`src/common/spi_dual_pkg.sv`:
```
// Shared constants and types for the dual SPI master controller
package spi_dual_pkg;
  // Register byte offsets
  localparam logic [7:0] OFS_IF0_STATUS = 8'h00;
  localparam logic [7:0] OFS_IF0_CONFIG = 8'h10;
  localparam logic [7:0] OFS_IF0_CONTROL = 8'h14;
  localparam logic [7:0] OFS_IF0_DATA = 8'h20;
  localparam logic [7:0] OFS_IF1_STATUS = 8'h40;
  localparam logic [7:0] OFS_IF1_CONFIG = 8'h50;
  localparam logic [7:0] OFS_IF1_CONTROL = 8'h54;
  localparam logic [7:0] OFS_IF1_DATA = 8'h60;
  localparam logic [7:0] OFS_ARBITER = 8'hF0;
  // Configuration field positions
  localparam int CFG_BIT_ORDER = 8;
  localparam int CFG_IDLE_LEVEL = 6;
  localparam int CFG_CAPTURE_EDGE = 5;
  localparam int CFG_LAUNCH_EDGE = 4;
  localparam int CFG_FLOAT_ALL = 3;
  localparam int CFG_DIV_LSB = 0;
  // Control field positions
  localparam int CTL_FLOAT_DOUT = 3;
  localparam int CTL_BEGIN_WRITE = 2;
  localparam int CTL_BEGIN_READ = 1;
  localparam int CTL_CHIP_ENABLE = 0;
  // Arbiter field positions
  localparam int ARB_DUAL_ENABLE = 31;
  localparam int ARB_IF1_POL = 1;
  localparam int ARB_IF0_POL = 0;
  // Reset values and limits
  localparam logic [2:0] DIV_STOPPED = 3'h7;
  localparam logic [3:0] BITS_PER_XFER = 4'h8;
  localparam logic [1:0] POL_RESET = 2'h3;

  // Per-interface software settings
  typedef struct packed {
    logic bit_order_sel;
    logic clk_idle_level;
    logic capture_edge_sel;
    logic launch_edge_sel;
    logic float_all_pins;
    logic [2:0] clk_div_sel;
    logic float_dout_after_write;
    logic chip_enable;
    logic cs_polarity;
  } spi_setup_t;

  // Pins of one interface
  typedef struct packed {
    logic serial_clk_out;
    logic serial_clk_oe;
    logic chip_enable_pin;
    logic chip_enable_oe;
    logic serial_dout;
    logic serial_dout_oe;
  } spi_pins_t;
endpackage : spi_dual_pkg

```
`src/core/spi_dual_master.sv`:
```
// APB register file and two SPI master lanes
//
// Register access over APB was decided locally.
`timescale 1ns/1ns
module spi_dual_master
  import spi_dual_pkg::*;
(
  // System
  input wire logic clk_sys,
  input wire logic reset,
  // APB slave
  input wire logic psel,
  input wire logic penable,
  input wire logic pwrite,
  input wire logic [7:0] paddr,
  input wire logic [31:0] pwdata,
  output logic [31:0] prdata,
  output logic pready,
  output logic pslverr,
  // Interface 0 link
  output spi_pins_t if0_pins,
  input wire logic if0_serial_din,
  // Interface 1 link
  output spi_pins_t if1_pins,
  input wire logic if1_serial_din
);
  spi_setup_t setup [2]; // Settings per interface
  logic [7:0] shift_data_reg [2]; // Data register per interface
  logic dual_if_enable; // Arbiter enable
  logic [1:0] cs_pol; // Chip enable polarity per interface
  logic [1:0] wr_pulse; // Self-clearing begin-write
  logic [1:0] rd_pulse; // Self-clearing begin-read
  logic [1:0] busy;
  logic [1:0] done;
  logic [7:0] result [2];
  logic wr_en; // APB write strobe
  logic [31:0] next_prdata;
  logic mapped;

  // Single-cycle access; pready high for every address
  assign pready = 1'b1;
  assign wr_en = psel && penable && pwrite;

  // Compare an address with one register offset
  function automatic logic is_reg(input logic [7:0] a, input logic [7:0] ofs);
    is_reg = (a == ofs);
  endfunction : is_reg

  // Configuration and control registers
  always_ff @(posedge clk_sys) begin
    if (reset) begin
      for (int i = 0; i < 2; i++) begin
        setup[i] <= '0;
        setup[i].bit_order_sel <= 1'b1;
        setup[i].cs_polarity <= 1'b1;
      end
    end else begin
      for (int i = 0; i < 2; i++) begin
        setup[i].cs_polarity <= cs_pol[i];
      end
      if (wr_en && (is_reg(paddr, OFS_IF0_CONFIG) || is_reg(paddr, OFS_IF1_CONFIG))) begin
        for (int i = 0; i < 2; i++) begin
          if (is_reg(paddr, i == 0 ? OFS_IF0_CONFIG : OFS_IF1_CONFIG)) begin
            setup[i].bit_order_sel <= pwdata[CFG_BIT_ORDER];
            setup[i].clk_idle_level <= pwdata[CFG_IDLE_LEVEL];
            setup[i].capture_edge_sel <= pwdata[CFG_CAPTURE_EDGE];
            setup[i].launch_edge_sel <= pwdata[CFG_LAUNCH_EDGE];
            setup[i].float_all_pins <= pwdata[CFG_FLOAT_ALL];
            setup[i].clk_div_sel <= pwdata[CFG_DIV_LSB +: 3];
          end
        end
      end
      for (int i = 0; i < 2; i++) begin
        if (wr_en && is_reg(paddr, i == 0 ? OFS_IF0_CONTROL : OFS_IF1_CONTROL)) begin
          setup[i].float_dout_after_write <= pwdata[CTL_FLOAT_DOUT];
          setup[i].chip_enable <= pwdata[CTL_CHIP_ENABLE];
        end
      end
    end
  end

  // Arbiter register
  always_ff @(posedge clk_sys) begin
    if (reset) begin
      dual_if_enable <= 1'b0;
      cs_pol <= POL_RESET;
    end else if (wr_en && is_reg(paddr, OFS_ARBITER)) begin
      dual_if_enable <= pwdata[ARB_DUAL_ENABLE];
      cs_pol <= {pwdata[ARB_IF1_POL], pwdata[ARB_IF0_POL]};
    end
  end

  // Start pulses last one cycle; ignored by the lane while busy
  always_ff @(posedge clk_sys) begin
    if (reset) begin
      wr_pulse <= 2'b00;
      rd_pulse <= 2'b00;
    end else begin
      for (int i = 0; i < 2; i++) begin
        if (wr_en && is_reg(paddr, i == 0 ? OFS_IF0_CONTROL : OFS_IF1_CONTROL)) begin
          wr_pulse[i] <= pwdata[CTL_BEGIN_WRITE];
          rd_pulse[i] <= pwdata[CTL_BEGIN_READ];
        end else begin
          wr_pulse[i] <= 1'b0;
          rd_pulse[i] <= 1'b0;
        end
      end
    end
  end

  // Data registers; a finished transfer overwrites with received bits
  always_ff @(posedge clk_sys) begin
    if (reset) begin
      shift_data_reg[0] <= 8'h00;
      shift_data_reg[1] <= 8'h00;
    end else begin
      for (int i = 0; i < 2; i++) begin
        if (done[i]) begin
          shift_data_reg[i] <= result[i];
        end else if (wr_en && !busy[i]
                     && is_reg(paddr, i == 0 ? OFS_IF0_DATA : OFS_IF1_DATA)) begin
          shift_data_reg[i] <= pwdata[7:0];
        end
      end
    end
  end

  // Two lanes; interface 1 runs only with the arbiter enabled
  spi_lane u_lane0 (
    .clk_sys(clk_sys),
    .reset(reset),
    .setup(setup[0]),
    .start_write(wr_pulse[0]),
    .start_read(rd_pulse[0]),
    .allowed(1'b1),
    .load_data(shift_data_reg[0]),
    .busy(busy[0]),
    .done(done[0]),
    .result_data(result[0]),
    .pins(if0_pins),
    .serial_din(if0_serial_din)
  );

  spi_lane u_lane1 (
    .clk_sys(clk_sys),
    .reset(reset),
    .setup(setup[1]),
    .start_write(wr_pulse[1]),
    .start_read(rd_pulse[1]),
    .allowed(dual_if_enable),
    .load_data(shift_data_reg[1]),
    .busy(busy[1]),
    .done(done[1]),
    .result_data(result[1]),
    .pins(if1_pins),
    .serial_din(if1_serial_din)
  );

  // Read mux; reserved bits read zero
  always_comb begin
    next_prdata = 32'h0000_0000;
    mapped = 1'b1;
    case (paddr)
      OFS_IF0_STATUS: next_prdata[0] = busy[0];
      OFS_IF1_STATUS: next_prdata[0] = busy[1];
      OFS_IF0_CONFIG, OFS_IF1_CONFIG: begin
        for (int i = 0; i < 2; i++) begin
          if (paddr == (i == 0 ? OFS_IF0_CONFIG : OFS_IF1_CONFIG)) begin
            next_prdata[CFG_BIT_ORDER] = setup[i].bit_order_sel;
            next_prdata[CFG_IDLE_LEVEL] = setup[i].clk_idle_level;
            next_prdata[CFG_CAPTURE_EDGE] = setup[i].capture_edge_sel;
            next_prdata[CFG_LAUNCH_EDGE] = setup[i].launch_edge_sel;
            next_prdata[CFG_FLOAT_ALL] = setup[i].float_all_pins;
            next_prdata[CFG_DIV_LSB +: 3] = setup[i].clk_div_sel;
          end
        end
      end
      OFS_IF0_CONTROL: begin
        next_prdata[CTL_FLOAT_DOUT] = setup[0].float_dout_after_write;
        next_prdata[CTL_CHIP_ENABLE] = setup[0].chip_enable;
      end
      OFS_IF1_CONTROL: begin
        next_prdata[CTL_FLOAT_DOUT] = setup[1].float_dout_after_write;
        next_prdata[CTL_CHIP_ENABLE] = setup[1].chip_enable;
      end
      OFS_IF0_DATA: next_prdata[7:0] = shift_data_reg[0];
      OFS_IF1_DATA: next_prdata[7:0] = shift_data_reg[1];
      OFS_ARBITER: begin
        next_prdata[ARB_DUAL_ENABLE] = dual_if_enable;
        next_prdata[ARB_IF1_POL] = cs_pol[1];
        next_prdata[ARB_IF0_POL] = cs_pol[0];
      end
      default: mapped = 1'b0;
    endcase
  end

  // Read data from flip-flops, captured in the setup cycle
  always_ff @(posedge clk_sys) begin
    if (reset) begin
      prdata <= 32'h0000_0000;
    end else if (psel && !penable && !pwrite) begin
      prdata <= next_prdata;
    end
  end

  // Unmapped addresses answer with an error in the access phase
  assign pslverr = psel && penable && !mapped;
endmodule : spi_dual_master

```
`src/core/spi_rate_gen.sv`:
```
// Clock divider giving one-cycle half-period enables for one interface
`timescale 1ns/1ns
module spi_rate_gen
  import spi_dual_pkg::*;
(
  // System
  input wire logic clk_sys,
  input wire logic reset,
  // Control
  input wire logic run,
  input wire logic [2:0] clk_div_sel,
  // Output
  output logic half_tick
);
  logic [5:0] count; // Half-period counter

  // Half period limit: /2 toggles each cycle, /128 every 64
  function automatic logic [5:0] half_limit(input logic [2:0] sel);
    half_limit = 6'(({5'h00, 1'b1} << sel) - 6'h01);
  endfunction : half_limit

  // Count while running; code 7 never ticks, so the serial clock stands
  always_ff @(posedge clk_sys) begin
    if (reset || !run || clk_div_sel == DIV_STOPPED) begin
      count <= 6'h00;
    end else if (count >= half_limit(clk_div_sel)) begin
      count <= 6'h00;
    end else begin
      count <= count + 6'h01;
    end
  end

  assign half_tick = run && clk_div_sel != DIV_STOPPED
                     && count >= half_limit(clk_div_sel);
endmodule : spi_rate_gen

```
`src/core/spi_lane.sv`:
```
// One SPI master lane: eight-bit shifter with edge selection
`timescale 1ns/1ns
module spi_lane
  import spi_dual_pkg::*;
(
  // System
  input wire logic clk_sys,
  input wire logic reset,
  // Settings and start
  input spi_setup_t setup,
  input wire logic start_write,
  input wire logic start_read,
  input wire logic allowed,
  input wire logic [7:0] load_data,
  // Status
  output logic busy,
  output logic done,
  output logic [7:0] result_data,
  // Link
  output spi_pins_t pins,
  input wire logic serial_din
);
  typedef enum {IDLE, SHIFT} lane_state_t;
  lane_state_t state; // Lane state
  logic sck; // Internal serial clock level
  logic is_read; // Current transfer is a read
  logic dout; // Launched bit
  logic dout_held; // Pin still driven after a write
  logic [7:0] shifter; // Shift register
  logic [3:0] captured; // Bits captured so far
  logic half_tick; // Half-period enable
  logic rising; // Next tick is a rising edge
  logic launch_now;
  logic capture_now;
  logic first_bit;

  spi_rate_gen u_rate (
    .clk_sys(clk_sys),
    .reset(reset),
    .run(state == SHIFT),
    .clk_div_sel(setup.clk_div_sel),
    .half_tick(half_tick)
  );

  // Edge classification from the next clock level
  assign rising = (sck == 1'b0);
  assign launch_now = half_tick && (rising == !setup.launch_edge_sel);
  assign capture_now = half_tick && (rising == !setup.capture_edge_sel);
  assign first_bit = setup.bit_order_sel ? shifter[7] : shifter[0];

  // Transfer sequencing; busy ignores new starts, write beats read
  always_ff @(posedge clk_sys) begin
    if (reset) begin
      state <= IDLE;
      is_read <= 1'b0;
      done <= 1'b0;
    end else begin
      done <= 1'b0;
      case (state)
        IDLE: begin
          if (allowed && (start_write || start_read)) begin
            state <= SHIFT;
            is_read <= !start_write;
          end
        end
        SHIFT: begin
          if (capture_now && captured == BITS_PER_XFER - 4'h1) begin
            state <= IDLE;
            done <= 1'b1;
          end
        end
        default: state <= IDLE;
      endcase
    end
  end

  // Gated serial clock, rests at idle level outside transfers
  always_ff @(posedge clk_sys) begin
    if (reset) begin
      sck <= 1'b0;
    end else if (state != SHIFT) begin
      sck <= setup.clk_idle_level;
    end else if (half_tick) begin
      sck <= !sck;
    end
  end

  // Shift register: load at start, launch and capture during transfer
  always_ff @(posedge clk_sys) begin
    if (reset) begin
      shifter <= 8'h00;
      captured <= 4'h0;
      dout <= 1'b0;
    end else if (state == IDLE) begin
      captured <= 4'h0;
      if (allowed && (start_write || start_read)) begin
        shifter <= load_data;
        dout <= setup.bit_order_sel ? load_data[7] : load_data[0];
      end
    end else begin
      if (launch_now && !capture_now) begin
        dout <= first_bit;
      end
      if (capture_now) begin
        captured <= captured + 4'h1;
        if (setup.bit_order_sel) begin
          shifter <= {shifter[6:0], serial_din};
        end else begin
          shifter <= {serial_din, shifter[7:1]};
        end
      end
      if (launch_now && capture_now) begin
        dout <= setup.bit_order_sel ? shifter[6] : shifter[1];
      end
    end
  end

  // Data-out drive after a completed write
  always_ff @(posedge clk_sys) begin
    if (reset) begin
      dout_held <= 1'b0;
    end else if (state == SHIFT) begin
      dout_held <= !is_read;
    end else if (is_read) begin
      dout_held <= 1'b0;
    end
  end

  // Received byte lands in the lower bits of the data register
  assign result_data = shifter;
  assign busy = (state == SHIFT);

  // Pin drive and polarity
  always_comb begin
    pins.serial_clk_out = sck;
    pins.serial_clk_oe = !setup.float_all_pins;
    pins.chip_enable_pin = setup.chip_enable ~^ setup.cs_polarity;
    pins.chip_enable_oe = !setup.float_all_pins;
    pins.serial_dout = dout;
    if (state == SHIFT) begin
      pins.serial_dout_oe = !is_read;
    end else begin
      pins.serial_dout_oe = dout_held && !setup.float_dout_after_write;
    end
  end
endmodule : spi_lane

```
`config.mk`:
```
export PLATFORM = sky130hd
export DESIGN_NAME = spi_dual_master
export DESIGN_NICKNAME = d
export VERILOG_FILES = /design/src/common/spi_dual_pkg.sv /design/src/core/spi_dual_master.sv /design/src/core/spi_rate_gen.sv /design/src/core/spi_lane.sv
export SDC_FILE = /design/constraint.sdc
export NUM_CORES = 1
export LEC_CHECK = 0
export ABC_AREA = 0
export BUFFER_PORTS_ARGS = -buffer_cell sky130_fd_sc_hd__buf_2
export CORE_MARGIN = 2
export CORE_UTILIZATION = 34
export DETAILED_ROUTE_END_ITERATION = 8
export SYNTH_ARGS = -nofsm -noshare
export SYNTH_HDL_FRONTEND = slang
export SYNTH_SLANG_ARGS = --single-unit
```
`constraint.sdc`:
```
create_clock -name clk_sys -period 7 [get_ports clk_sys]
set_clock_uncertainty 0.1 [all_clocks]
set_input_delay 0.35 -clock clk_sys [delete_from_list [all_inputs] [get_ports clk_sys]]
set_output_delay 0.35 -clock clk_sys [all_outputs]
set_load 0.01 [all_outputs]
```
==> qor.yml <==
status:
  outcome: "completed"
setup_path:
  cpMaxStageDelayCell: "o31ai_2"
  worstPathArrival_ps: 3760
  crit_path_start_kind: "register"
  path_cells: "or3_1 -> ha_1 -> nor3_1 -> a21o_1 -> a21oi_1 -> ha_1 -> nand4_1 -> o221a_2 -> o31ai_2 -> mux2i_1 -> nor2_1"
  cp-end-kind: "register"
  path_class: "register to register"
  crit_path_max_fanout: 8
  critPathRequiredTime_ps: 7120
  cpMostUsedCell: "ha_1"
  critPathMaxStageDelay_ps: 810
clock_network:
  insertion_delay_ps: 350
  cts-resized-gates: 0
  ctsHoldBuffers: 0
  cts_tree: "built"
  htreeDepth: 3
  clockBufferDepth: 2
  numCtsBuffers: 9
  cts_root_buffer: "clkbuf_16"
  post_cts_buffers: 0
  clock_sinks: 103
  path_clk_slew_ps: 70
die:
  initial_utilization: 0.3447
  die_h_um: 133.0
  rows: 47
  ios: 93
  die-area_um2: 17680
  die_w_um: 133.0
  core_um2: 16410
pwr:
  vdd_drop_max_mv: 0.1173
  power_mw: 1.219
  p_per_area_nw_per_um2: 196.3
  leakage_nw: 2.441
place:
  dp_hpwl_mm: 10.02
  dp_slack_ps: 3301
  io_buffers: 47
  place_congestion: 0.8123
layout:
  final_common_cell: "nand2_1"
  fillers: 1688
  drive_above_1_share: 0.1207
  largest_reg_flops: 22
  layout_common_cells: "nand2_1, nor2_1, dfxtp_1, buf_2, a21oi_1"
  fin_nets: 723
  diodes: 0
  area_growth_pct: 9.823
sta:
  fmax_ghz: 0.2751
  period_share: 0.5192
  relSlewSlack: 0.2372
  slew_violations: 0
  hold_viol_final: 0
  rsz0062_at_grt: "no"
  timing.final.ws_setup_ps: 3366
  fin_tns_setup_ps: 0
  worst_pin_slew_ps: 1142
  period_needed_ps: 3634
  setup_violations: 0
global_routing:
  grt_pass1_wl_mm: 21.65
  grt_pass1_vias: 4167
  grt_use_total: 0.1578
  grt.overflow.total: 0
  grt_antenna_before_repair: 0
  grt_max_degree: 41
drt:
  num_vias: 4395
  wire_per_inst_um: 15.65
  via_per_inst: 4.977
  drc_errors: 0
  wirelength_mm: 13.82
  ant_nets: 0
  drt_pre_antenna_iters: 4
  drtIter0Drc: 328
logic_synthesis:
  yosysTopAreaCell: "dfxtp_1"
  ys_seq_area_frac: 0.4283
  ys_ff_latch: 103
  synth-main-ff-cell: "dfxtp_1"
  syn_avg_cell_area_um2: 8.934
  synth-edff-count: 36
  yosys_warnings: 0
  ys_async_sr_fraction: 0
  ys_types: 58
  ys_top_cells_by_area: "dfxtp_1, edfxtp_1, mux2i_1"
  syn_inst: 633
  synth_top_area_share: 0.2372
  syn_area_um2: 5655
job:
  max-cap-violations: 0
hold_path:
  hold_class: "input port to register"
-- stage by stage --
step,instance area [um2],hold slack (ps),std cells,util
floorplan,5738,323.3,655,-
global placement,5927,344.2,867,0.3612
detailed placement,5927,342.2,867,0.3612
CTS,6211,141.9,883,0.3786
global route,6211,185.1,883,0.3786
finish,6211,147.6,883,0.3786
-- where the power goes --
group          leakage (nW)  switching, mW  internal (mW)
Combinational          1.41         0.0532         0.0286
Sequential            0.893         0.0146          0.629
Clock                 0.137          0.217          0.277
-- critical path: cells and delay by family, from the launching register on --
family                     cells  cell delay (ps)
AOI/OAI and AO/OA              4             1310
and+or+nand+nor                4              760
adders and majority gates      2              550
DFF                            1              490
muxes                          1              270
-- worst paths after layout --
| check | start | to | slack (ps) | cells past startpoint |
|---|---|---|---|---|
| min | pwdata[8] | setup[1][10]$_DFF_P_ | 150 | 3 |
| min reg2reg | u_lane1.is_read$_SDFFE_PP0P_ | u_lane1.dout_held$_SDFFE_PP0P_ | 360 | 1 |
| max | setup[1][3]$_DFFE_PP_ | u_lane1.result_data[5]$_SDFFE_PP0P_ | 3370 | 11 |
| max reg2reg | setup[1][3]$_DFFE_PP_ | u_lane1.result_data[5]$_SDFFE_PP0P_ | 3370 | 11 |
-- cell families after synthesis --
kind of cell    Yosys count  synth area share
other cells               2          0.001328
compound gates          114            0.1312
simple gates            255            0.2159
fa+ha+maj                18           0.03982
buf+inv                  78           0.07411
xor+xnor                 21           0.03252
mux                      42           0.07677
flops                   103            0.4283
-- synthesized netlist by cell type (all sizes together) (7+ instances only) --
| library cell | instances |
|---|---|
| xor2 | 10 |
| and2 | 22 |
| mux2i | 40 |
| buf | 37 |
| nand2 | 76 |
| nor4 | 7 |
| or3 | 14 |
| xnor2 | 11 |
| nand3 | 32 |
| nor2 | 69 |
| a211o | 8 |
| edfxtp | 36 |
| ha | 18 |
| a21oi | 41 |
| nor3 | 15 |
| a221oi | 7 |
| o21ai | 23 |
| clkbuf | 21 |
| dfxtp | 67 |
| inv | 19 |
-- metal layers --
layer,global-route usage,share of wire,vias up
met5,0,0,-
met4,0.07646,0.026,0
met3,0.02337,0.052,24
met2,0.2476,0.45,105
met1,0.2131,0.47,2036
li1,-,-,2230
-- layout make-up --
| cell class | count | area, um2 | area share |
|---|---|---|---|
| Sequential cell | 103 | 2422 | 0.3900 |
| Inverter | 20 | 75.07 | 0.01209 |
| Tap cell | 220 | 275.3 | 0.04432 |
| Clock buffer | 12 | 236.5 | 0.03807 |
| Timing Repair Buffer | 50 | 257.7 | 0.04150 |
| Multi-Input combinational cell | 474 | 2897 | 0.4664 |
| Clock inverter | 4 | 47.55 | 0.007655 |
No activity file was read; power rests on OpenSTA's default activity.
